File: config.mk
export PLATFORM = sky130hd
export DESIGN_NAME = block_copy_engine
export DESIGN_NICKNAME = d
export VERILOG_FILES = /design/src/rtl/dma_mover_pkg.sv /design/src/rtl/fifo_if.sv /design/src/rtl/block_copy_engine.sv /design/src/rtl/data_fifo.sv
export VERILOG_INCLUDE_DIRS = /design/src /design/src/rtl
export SDC_FILE = /design/constraint.sdc
export NUM_CORES = 2
export LEC_CHECK = 0
export BUFFER_PORTS_ARGS = -buffer_cell sky130_fd_sc_hd__buf_4
export CAP_MARGIN = 40
export CORE_AREA = 2 2 396 280
export CTS_BUF_LIST = sky130_fd_sc_hd__clkbuf_4 sky130_fd_sc_hd__clkbuf_8
export DETAILED_ROUTE_END_ITERATION = 10
export DIE_AREA = 0 0 398 282
export SYNTH_ARGS = -nofsm -noshare
export SYNTH_HDL_FRONTEND = slang
export SYNTH_HIERARCHICAL = 1
export SYNTH_SLANG_ARGS = --single-unit
export TNS_END_PERCENT = 100
File: constraint.sdc
create_clock -name clk -period 5.9 [get_ports clk]
set_clock_uncertainty 0.05 [all_clocks]
set_input_delay 0 -clock clk [delete_from_list [all_inputs] [get_ports clk]]
set_output_delay 0 -clock clk [all_outputs]
set_load 0.01 [all_outputs]
File: src/rtl/dma_mover_defs.svh
`ifndef DMA_MOVER_DEFS_SVH
`define DMA_MOVER_DEFS_SVH

// Register byte offsets, only the low seven address bits are decoded
`define APB_AW       7
`define REG_EDR      7'h00
`define DESC_BASE    7'h04
`define DESC_STRIDE  7'h14
`define REG_ICR      7'h54
`define NUM_DESC     4

// Register slots inside one descriptor block
`define SUB_SAR      3'h0
`define SUB_DAR      3'h1
`define SUB_CR       3'h2
`define SUB_SR       3'h3
`define SUB_PTR      3'h4

// Descriptor control fields
`define CR_CNT_MSB   15
`define CR_DIR       1
`define CR_VALID     16
`define CR_PAUSE     19
`define CR_EN_CMP    20
`define CR_EN_ERR    21
`define CR_EN_NW     22
`define CR_MASK      32'h0079ffff
`define CNT_ALIGN    16'hfffc

// Descriptor status fields
`define SR_ACTIVE    0
`define SR_CMP       1
`define SR_ERR       2
`define SR_NW        3

// Interrupt clear fields, one nibble per flag kind, and the EDR nw flag field
`define ICR_CMP_LSB  0
`define ICR_ERR_LSB  4
`define ICR_NW_LSB   8
`define EDR_NW_LSB   12

// Interrupt vector lines
`define IRQ_W        10
`define IRQ_ERR      8
`define IRQ_CMP      9

// Bus constants
`define HTRANS_IDLE   2'h0
`define HTRANS_NONSEQ 2'h2
`define HSIZE_WORD    3'h2
`define WORD_BYTES    16'h0004
`define ADDR_STEP     32'h00000004
`define PORT_SRAM     1'h0
`define PORT_DDR      1'h1

`endif

File: src/rtl/dma_mover_pkg.sv
package dma_mover_pkg;

   // Phase of one single-beat bus transfer
   typedef enum logic [1:0] {
      ENG_IDLE,
      ENG_ADDR,
      ENG_DATA
   } eng_t;

   // Result of decoding a register address
   typedef struct packed {
      logic       hit;
      logic [1:0] idx;
      logic [2:0] sub;
   } reg_sel_t;

   // Whole state of the copy engine
   typedef struct packed {
      logic [3:0][31:0] sar;
      logic [3:0][31:0] dar;
      logic [3:0][31:0] cr;
      logic [3:0][15:0] src_left;
      logic [3:0][15:0] dst_left;
      logic [3:0]       cmp_pend;
      logic [3:0]       err_pend;
      logic [3:0]       nw_pend;
      logic             busy;
      logic             abort;
      logic [1:0]       cur;
      logic [31:0]      rd_addr;
      logic [31:0]      wr_addr;
      eng_t             rd_st;
      eng_t             wr_st;
      logic [4:0]       rd_run;
      logic [4:0]       wr_run;
      logic [1:0][31:0] haddr;
      logic [1:0][1:0]  htrans;
      logic [1:0]       hwrite;
      logic [1:0][2:0]  hsize;
      logic [1:0][31:0] hwdata;
      logic [31:0]      prdata;
      logic             pready;
      logic             pslverr;
      logic [9:0]       irq;
   } core_state_t;

endpackage

File: src/rtl/fifo_if.sv
`timescale 1ns/1ps
`default_nettype none

// Staging buffer handshake between the copy engine and its FIFO
interface fifo_if #(parameter int unsigned W = 32);
   logic         push_valid;
   logic         push_ready;
   logic [W-1:0] push_data;
   logic         pop_valid;
   logic         pop_ready;
   logic [W-1:0] pop_data;
   logic         flush;

   modport user  (output push_valid, push_data, pop_ready, flush,
                  input  push_ready, pop_valid, pop_data);
   modport store (input  push_valid, push_data, pop_ready, flush,
                  output push_ready, pop_valid, pop_data);
endinterface

`default_nettype wire
File: src/rtl/block_copy_engine.sv
`timescale 1ns/1ps
`default_nettype none
`include "dma_mover_defs.svh"

module block_copy_engine
   import dma_mover_pkg::*;
#(
   parameter int unsigned RR_WEIGHT  = 12,
   parameter int unsigned FIFO_DEPTH = 8
) (
   // Clock and reset
   input  wire logic                 clk,
   input  wire logic                 rstn,
   // Configuration port
   input  wire logic                 psel,
   input  wire logic                 penable,
   input  wire logic                 pwrite,
   input  wire logic [`APB_AW-1:0]   paddr,
   input  wire logic [31:0]          pwdata,
   output logic      [31:0]          prdata,
   output logic                      pready,
   output logic                      pslverr,
   // Master port toward the bus matrix and on-chip SRAM
   output logic      [31:0]          m1_haddr,
   output logic      [1:0]           m1_htrans,
   output logic                      m1_hwrite,
   output logic      [2:0]           m1_hsize,
   output logic      [31:0]          m1_hwdata,
   input  wire logic [31:0]          m1_hrdata,
   input  wire logic                 m1_hready,
   input  wire logic                 m1_hresp,
   // Master port toward the external DDR bridge
   output logic      [31:0]          m2_haddr,
   output logic      [1:0]           m2_htrans,
   output logic                      m2_hwrite,
   output logic      [2:0]           m2_hsize,
   output logic      [31:0]          m2_hwdata,
   input  wire logic [31:0]          m2_hrdata,
   input  wire logic                 m2_hready,
   input  wire logic                 m2_hresp,
   // Interrupt vector toward the fabric
   output logic      [`IRQ_W-1:0]    subsystem_to_fabric_irq
);

   core_state_t   s_q;
   core_state_t   s_d;
   fifo_if #(.W(32)) fb ();

   logic [1:0][31:0] hrdata;
   logic [1:0]       hready;
   logic [1:0]       hresp;
   logic             rp;
   logic             wp;
   logic             paused;
   logic             access;
   logic             found;
   logic             err;
   logic [1:0]       k;
   logic [1:0]       k_try;
   logic [15:0]      cnt;
   logic [3:0]       en_cmp;
   logic [3:0]       en_err;
   logic [3:0]       en_nw;
   reg_sel_t         sel;

   // Staging buffer between the read and the write engine
   data_fifo #(
      .W     (32),
      .DEPTH (FIFO_DEPTH)
   ) u_fifo (
      .clk  (clk),
      .rstn (rstn),
      .port (fb.store)
   );

   // Bus inputs come from logic on this clock, so no synchroniser
   assign hrdata = {m2_hrdata, m1_hrdata};
   assign hready = {m2_hready, m1_hready};
   assign hresp  = {m2_hresp, m1_hresp};

   // Map a register offset to descriptor slot, used for reads and writes
   function automatic reg_sel_t decode(input logic [`APB_AW-1:0] a);
      reg_sel_t r;
      r = '0;
      for (int i = 0; i < `NUM_DESC; i++) begin
         for (int j = 0; j <= `SUB_PTR; j++) begin
            if (a == 7'(`DESC_BASE + i * `DESC_STRIDE + j * `WORD_BYTES)) begin
               r.hit = 1'b1;
               r.idx = 2'(i);
               r.sub = 3'(j);
            end
         end
      end
      return r;
   endfunction

   // Next-state logic for the whole engine
   always_comb begin
      s_d    = s_q;
      rp     = s_q.cr[s_q.cur][`CR_DIR] ? `PORT_DDR : `PORT_SRAM;
      wp     = ~rp;
      paused = s_q.cr[s_q.cur][`CR_PAUSE];
      err    = 1'b0;
      found  = 1'b0;
      k      = '0;
      k_try  = '0;
      cnt    = '0;
      en_cmp = '0;
      en_err = '0;
      en_nw  = '0;
      fb.push_valid = 1'b0;
      fb.push_data  = hrdata[rp];
      fb.pop_ready  = 1'b0;
      fb.flush      = 1'b0;
      s_d.pready    = 1'b0;
      s_d.pslverr   = 1'b0;
      access = psel && penable && s_q.pready;

      // Setup phase: read data is latched so it comes from a flop
      if (psel && !penable) begin
         sel          = decode(paddr);
         s_d.pready   = 1'b1;
         s_d.prdata   = '0;
         s_d.pslverr  = 1'b0;
         if (paddr == `REG_EDR) begin
            for (int i = 0; i < `NUM_DESC; i++) begin
               s_d.prdata[i] = !s_q.cr[i][`CR_VALID];
               s_d.prdata[`EDR_NW_LSB + i] = s_q.nw_pend[i];
            end
         end else if (paddr == `REG_ICR) begin
            s_d.prdata = '0;
         end else if (sel.hit) begin
            case (sel.sub)
               `SUB_SAR: s_d.prdata = s_q.sar[sel.idx];
               `SUB_DAR: s_d.prdata = s_q.dar[sel.idx];
               `SUB_CR:  s_d.prdata = s_q.cr[sel.idx];
               `SUB_SR: begin
                  s_d.prdata[`SR_ACTIVE] = s_q.busy && (s_q.cur == sel.idx);
                  s_d.prdata[`SR_CMP]    = s_q.cmp_pend[sel.idx];
                  s_d.prdata[`SR_ERR]    = s_q.err_pend[sel.idx];
                  s_d.prdata[`SR_NW]     = s_q.nw_pend[sel.idx];
               end
               default: s_d.prdata = {s_q.dst_left[sel.idx], s_q.src_left[sel.idx]};
            endcase
         end else begin
            s_d.pslverr = 1'b1;
         end
      end else begin
         sel = '0;
      end

      // Access phase: writes take effect here, clears before any set
      if (access && pwrite) begin
         sel = decode(paddr);
         if (paddr == `REG_ICR) begin
            s_d.cmp_pend = s_q.cmp_pend & ~pwdata[`ICR_CMP_LSB +: 4];
            s_d.err_pend = s_q.err_pend & ~pwdata[`ICR_ERR_LSB +: 4];
            s_d.nw_pend  = s_q.nw_pend & ~pwdata[`ICR_NW_LSB +: 4];
         end else if (sel.hit && s_q.busy && s_q.cur == sel.idx) begin
            // A running descriptor only accepts its pause bit
            if (sel.sub == `SUB_CR) begin
               s_d.cr[sel.idx][`CR_PAUSE] = pwdata[`CR_PAUSE];
            end
         end else if (sel.hit) begin
            case (sel.sub)
               `SUB_SAR: s_d.sar[sel.idx] = pwdata;
               `SUB_DAR: s_d.dar[sel.idx] = pwdata;
               `SUB_CR: begin
                  s_d.cr[sel.idx] = pwdata & `CR_MASK;
                  cnt = pwdata[`CR_CNT_MSB:0];
                  if (pwdata[`CR_VALID]) begin
                     // Low two count bits are dropped, copy goes on anyway
                     s_d.src_left[sel.idx] = cnt & `CNT_ALIGN;
                     s_d.dst_left[sel.idx] = cnt & `CNT_ALIGN;
                     s_d.nw_pend[sel.idx]  = (cnt[1:0] != 2'h0);
                  end
               end
               default: ;
            endcase
         end
      end

      // Pick the next valid descriptor after the last one served
      if (!s_q.busy) begin
         for (int i = 1; i <= `NUM_DESC; i++) begin
            k_try = s_q.cur + 2'(i);
            if (!found && s_q.cr[k_try][`CR_VALID]) begin
               found = 1'b1;
               k     = k_try;
            end
         end
         if (found) begin
            s_d.busy    = 1'b1;
            s_d.abort   = 1'b0;
            s_d.cur     = k;
            s_d.rd_addr = s_q.sar[k];
            s_d.wr_addr = s_q.dar[k];
         end
      end

      // Read engine: source port into the buffer
      case (s_q.rd_st)
         ENG_IDLE: begin
            if (s_q.busy && !paused && s_q.src_left[s_q.cur] != 16'h0000 &&
                fb.push_ready && s_q.rd_run != 5'(RR_WEIGHT)) begin
               s_d.haddr[rp]  = s_q.rd_addr;
               s_d.htrans[rp] = `HTRANS_NONSEQ;
               s_d.hwrite[rp] = 1'b0;
               s_d.rd_st      = ENG_ADDR;
               s_d.rd_run     = s_q.rd_run + 5'h01;
            end else begin
               // One idle slot hands the bus to other masters
               s_d.rd_run = '0;
            end
         end
         ENG_ADDR: begin
            if (hready[rp]) begin
               s_d.htrans[rp] = `HTRANS_IDLE;
               s_d.rd_st      = ENG_DATA;
            end
         end
         ENG_DATA: begin
            if (hready[rp]) begin
               s_d.rd_st = ENG_IDLE;
               if (hresp[rp]) begin
                  err = 1'b1;
               end else begin
                  fb.push_valid = 1'b1;
                  s_d.rd_addr   = s_q.rd_addr + `ADDR_STEP;
                  s_d.src_left[s_q.cur] = s_q.src_left[s_q.cur] - `WORD_BYTES;
               end
            end
         end
         default: s_d.rd_st = ENG_IDLE;
      endcase

      // Write engine: buffer out to the destination port
      case (s_q.wr_st)
         ENG_IDLE: begin
            if (s_q.busy && !paused && s_q.dst_left[s_q.cur] != 16'h0000 &&
                fb.pop_valid && s_q.wr_run != 5'(RR_WEIGHT)) begin
               s_d.haddr[wp]  = s_q.wr_addr;
               s_d.htrans[wp] = `HTRANS_NONSEQ;
               s_d.hwrite[wp] = 1'b1;
               s_d.hwdata[wp] = fb.pop_data;
               fb.pop_ready   = 1'b1;
               s_d.wr_st      = ENG_ADDR;
               s_d.wr_run     = s_q.wr_run + 5'h01;
            end else begin
               s_d.wr_run = '0;
            end
         end
         ENG_ADDR: begin
            if (hready[wp]) begin
               s_d.htrans[wp] = `HTRANS_IDLE;
               s_d.wr_st      = ENG_DATA;
            end
         end
         ENG_DATA: begin
            if (hready[wp]) begin
               s_d.wr_st = ENG_IDLE;
               if (hresp[wp]) begin
                  err = 1'b1;
               end else begin
                  s_d.wr_addr = s_q.wr_addr + `ADDR_STEP;
                  s_d.dst_left[s_q.cur] = s_q.dst_left[s_q.cur] - `WORD_BYTES;
               end
            end
         end
         default: s_d.wr_st = ENG_IDLE;
      endcase

      // A bus error zeroes both counts; a beat still in flight that completes later decrements its count past zero
      if (err) begin
         s_d.err_pend[s_q.cur] = 1'b1;
         s_d.abort             = 1'b1;
         s_d.src_left[s_q.cur] = '0;
         s_d.dst_left[s_q.cur] = '0;
      end

      // Both counts spent and both engines quiet ends the descriptor
      if (s_q.busy && s_q.rd_st == ENG_IDLE && s_q.wr_st == ENG_IDLE &&
          s_q.src_left[s_q.cur] == 16'h0000 && s_q.dst_left[s_q.cur] == 16'h0000) begin
         s_d.busy                     = 1'b0;
         s_d.cr[s_q.cur][`CR_VALID]   = 1'b0;
         s_d.cmp_pend[s_q.cur]        = !s_q.abort || s_q.cmp_pend[s_q.cur];
         fb.flush                     = 1'b1;
      end

      // Interrupt lines follow the pending flags through their enables
      for (int i = 0; i < `NUM_DESC; i++) begin
         en_cmp[i] = s_d.cr[i][`CR_EN_CMP];
         en_err[i] = s_d.cr[i][`CR_EN_ERR];
         en_nw[i]  = s_d.cr[i][`CR_EN_NW];
      end
      s_d.irq           = '0;
      s_d.irq[`IRQ_CMP] = |(s_d.cmp_pend & en_cmp);
      s_d.irq[`IRQ_ERR] = |(s_d.err_pend & en_err) | |(s_d.nw_pend & en_nw);
   end

   // State register; hsize is fixed at word beats from reset on
   always_ff @(posedge clk or negedge rstn) begin
      if (!rstn) begin
         s_q          <= '0;
         s_q.hsize[0] <= `HSIZE_WORD;
         s_q.hsize[1] <= `HSIZE_WORD;
      end else begin
         s_q <= s_d;
      end
   end

   // Every output is a flop of the state
   assign prdata    = s_q.prdata;
   assign pready    = s_q.pready;
   assign pslverr   = s_q.pslverr;
   assign m1_haddr  = s_q.haddr[0];
   assign m1_htrans = s_q.htrans[0];
   assign m1_hwrite = s_q.hwrite[0];
   assign m1_hsize  = s_q.hsize[0];
   assign m1_hwdata = s_q.hwdata[0];
   assign m2_haddr  = s_q.haddr[1];
   assign m2_htrans = s_q.htrans[1];
   assign m2_hwrite = s_q.hwrite[1];
   assign m2_hsize  = s_q.hsize[1];
   assign m2_hwdata = s_q.hwdata[1];
   assign subsystem_to_fabric_irq = s_q.irq;
endmodule

`default_nettype wire

File: src/rtl/data_fifo.sv
`timescale 1ns/1ps
`default_nettype none

module data_fifo #(
   parameter int unsigned W     = 32,
   parameter int unsigned DEPTH = 8
) (
   // Clock and reset
   input wire logic clk,
   input wire logic rstn,
   // Buffer side of the handshake
   fifo_if.store    port
);
   localparam int unsigned AW = $clog2(DEPTH);

   typedef struct packed {
      logic [DEPTH-1:0][W-1:0] mem;
      logic [AW:0]             wp;
      logic [AW:0]             rp;
   } fifo_state_t;

   fifo_state_t s_q;
   fifo_state_t s_d;
   logic        empty;
   logic        full;

   // Extra pointer bit tells a full ring from an empty one
   always_comb begin
      s_d   = s_q;
      empty = (s_q.wp == s_q.rp);
      full  = (s_q.wp[AW-1:0] == s_q.rp[AW-1:0]) && (s_q.wp[AW] != s_q.rp[AW]);
      port.push_ready = !full;
      port.pop_valid  = !empty;
      port.pop_data   = s_q.mem[s_q.rp[AW-1:0]];
      if (port.flush) begin
         s_d.wp = '0;
         s_d.rp = '0;
      end else begin
         if (port.push_valid && !full) begin
            s_d.mem[s_q.wp[AW-1:0]] = port.push_data;
            s_d.wp = s_q.wp + 1'b1;
         end
         if (port.pop_ready && !empty) begin
            s_d.rp = s_q.rp + 1'b1;
         end
      end
   end

   // State register
   always_ff @(posedge clk or negedge rstn) begin
      if (!rstn) begin
         s_q <= '0;
      end else begin
         s_q <= s_d;
      end
   end
endmodule

`default_nettype wire

==> impl_metrics.yaml <==
routing:
  wl_um: 174000
  wl_per_cell_um: 26.1
  vias: 41100
  ant_nets: 0
  drt_iter0_drc: 5176
  routed_via_density: 6.17
  drt_pass1_iterations: 8
  drc_errors: 0
job:
  max-cap-violations: 0
power:
  seqPwrFrac_pct: 42.5
  swShare_pct: 33.3
  internal_power_mw: 12.6
  p_comb_share_pct: 23.2
  peakVddDrop_v: 0.000221
  p_per_area_nw_per_um2: 318
  clockPowerShare_pct: 34.3
  power.switching_mw: 6.31
  power_leakage_nw: 27.7
floorplan:
  row_count: 101
  core_um2: 108000
  dieHeight_um: 282
  dieWidth_um: 398
  dieArea_um2: 112000
  io_pins: 296
  start_util_pct: 47.9
timing:
  hold_violations: 0
  fin_ws_ns: 0.925
  worst_pin_slew_ns: 1.12
  fin_setup_tns_ns: 0
  max_freq_ghz: 0.201
  min_period_over_period_pct: 84.3
  whs_ns: 0.0704
  slew_viol_final: 0
  setup_violations: 0
  period_needed_ns: 4.97
  grt_setup_unrepaired: "false"
  slew_headroom_pct: 24.6
setup_path:
  reg2reg_setup_slack_ns: 0.93
  crit_type: "reg -> reg"
  cp_data_arrival_time_ns: 5.60
  cp-start-kind: "register"
  rr_worst_depth: 11
  crit_required_ns: 6.53
  critPathMostFrequentCell: "buf_4"
  crit_buf_inv: 3
  cp_slowest_stage_delay_ns: 0.86
  r2r_end: "subsystem_to_fabric_irq[8]"
  crit_chain: "buf_4 -> mux4_2 -> mux2i_1 -> o22ai_1 -> dlygate4sd3_1 -> buf_4 -> and2_1 -> o221ai_1 -> nand3b_1 -> a2111oi_0 -> nand4_1"
  crit_path_end_kind: "register"
  crit_fanout: 25
  crit_slowest_cell: "dfrtp_2"
  rr_startpoint: "s_q[262]"
  critPathTopFamily: "buffers and inverters"
yosys:
  yosysTopAreaCellShare_pct: 48.2
  yosys_warnings: 6
  synth_top_area_cell: "dfrtp_1"
  ys_types: 90
  syn_area_um2: 51700
  ys_ff_latch: 996
  avgSynthCellArea_um2: 10.6
  synth_top_flop_cell: "dfrtp_1"
  async_reset_ff_share_pct: 100
  synth-edff-count: 0
  synth_seq_area_share_pct: 48.2
  synth_area_leaders: "dfrtp_1 (48%), mux2_2 (14%), nand2_1 (6.2%)"
  synthCells: 4903
clocking:
  cts_max_path_buffers: 3
  clkLatencyLatePin_ns: 0.90
  cts_htree_levels: 4
  cts.sinks: 996
  numCtsBuffers: 160
  cts_root_buf: "clkbuf_8"
  cts_resized: 0
  clkTransAtPathRegs_ns: 0.07
  cts_tree: "built"
status:
  run_status: "finished clean"
placement:
  dp.cells: 6221
  place_hpwl_um: 113000
  io_buffers: 281
  gp_congestion: 0.970
  post-place-ws_ns: 1.15
  placed_area_um2: 54500
layout:
  drive_gt1_share_pct: 29.6
  syn_to_final_growth_pct: 15.1
  layoutNonFillerInstCount: 6669
  fin_area_um2: 59600
  final_common_cell: "dfrtp_1"
  final_nets: 5229
  final_cell_mix: "dfrtp_1 (991), nand2_1 (848), mux2_2 (666)"
global_route:
  grt_pass1_wl_um: 262000
  grt_util_all_layers_pct: 30.9
  antenna_found_initial: 12
  grt_max_degree: 166
  grt_overflow_total: 0
  grt_pass1_vias: 40100
min_path:
  min_path_type: "in -> reg"
  hp-start: "pwdata[20]"
  holdPathStages: 3
  holdPathEnd: "s_q[746]"
==> sequential cells by signal, summed over array words and instances (netlist names) <==
signal                   flops
m1_haddr                    32
m1_htrans                    2
m1_hwdata                   32
m1_hwrite                    1
m2_haddr                    32
m2_htrans                    2
m2_hwdata                   32
m2_hwrite                    1
prdata                      32
pready                       1
pslverr                      1
s_q                        562
subsystem_to_fabric_irq      2
u_fifo/s_q                 264
==> through the flow <==
stage                     util (%)  total power [mW]
after floorplan                  -              10.9
after global placement        49.9              12.3
after detailed placement      50.4              12.4
after CTS                     55.1              19.0
after global routing          55.1              19.8
final                         55.1              18.9
==> tightest hold or removal path, delay by kind of cell <==
family,cells,cell delay [ns]
multiplexers,1,0.19
buffers and inverters,2,0.76
==> layer usage <==
metal	part of all wire (%)	wire length, µm	vias to the layer above	GRT usage [%]
li1	-	-	17900	-
met1	43	75100	20700	44.1
met3	10	17900	377	8.28
met5	0.14	241	-	1.15
met4	3.4	5990	10	11.6
met2	43	75200	2146	44.9
==> what timing repair did <==
action / CTS / global route
hold endpoints to repair: 1763 / 0
setup buffers: 0 / 0
hold buffers: 158 / 0
endpoints found under the setup margin: 0 / 0
==> Yosys cell counts, types with 52 or more instances <==
| cell | number |
|---|---|
| mux4_2 | 89 |
| a211oi_1 | 63 |
| a21oi_1 | 285 |
| a222oi_1 | 76 |
| buf_4 | 207 |
| o21ai_0 | 188 |
| buf_2 | 88 |
| nor2_1 | 239 |
| nor3_1 | 63 |
| o22ai_1 | 71 |
| dfrtp_1 | 996 |
| nand2_1 | 854 |
| a31oi_1 | 56 |
| mux2i_1 | 92 |
| clkbuf_1 | 231 |
| and3_1 | 52 |
| mux2_2 | 666 |
| nand3_1 | 127 |
==> layout make-up <==
cell class / count / area, µm²
Fill cell: 9439 / 48500
Sequential cell: 996 / 24900
Multi-Input combinational cell: 3326 / 23900
Timing Repair Buffer: 583 / 5280
Clock buffer: 251 / 3140
Tap cell: 1442 / 1800
Clock inverter: 32 / 334
Inverter: 34 / 128
Antenna cell: 5 / 12.5
==> how the worst max path moves through the flow <==
stage	endpoint	cells past startpoint	startpoint	slack [ns]
finish	subsystem_to_fabric_irq[8]	11	s_q[262]	0.93
floorplan	u_fifo/s_q[233]	16	s_q[263]	1.84
detailed placement	u_fifo/s_q[226]	10	s_q[262]	1.15
global route	subsystem_to_fabric_irq[8]	11	s_q[262]	0.77
CTS	subsystem_to_fabric_irq[8]	11	s_q[262]	1.13
global placement	u_fifo/s_q[219]	11	s_q[262]	1.31
==> kinds of logic after synthesis <==
kind of cell / Yosys count / share of synthesized area, %
simple gates: 1512 / 12.8
flops: 996 / 48.2
compound gates: 877 / 10.8
mux: 871 / 21.1
buf+inv: 593 / 6.08
xor+xnor: 36 / 0.624
fa+ha+maj: 16 / 0.387
other cells: 2 / 0.0145
==> power by group through the flow <==
stage | Combinational [mW] | Clock [mW] | Sequential, mW
2_1_floorplan | 3.08 | 0 | 7.82
3_3_place_gp | 4.20 | 0 | 8.15
3_5_place_dp | 4.24 | 0 | 8.16
4_1_cts | 4.34 | 6.62 | 8.04
5_1_grt | 4.73 | 6.92 | 8.13
6_report | 4.40 | 6.50 | 8.04
Note: power is estimated with default switching activity, not from simulation.
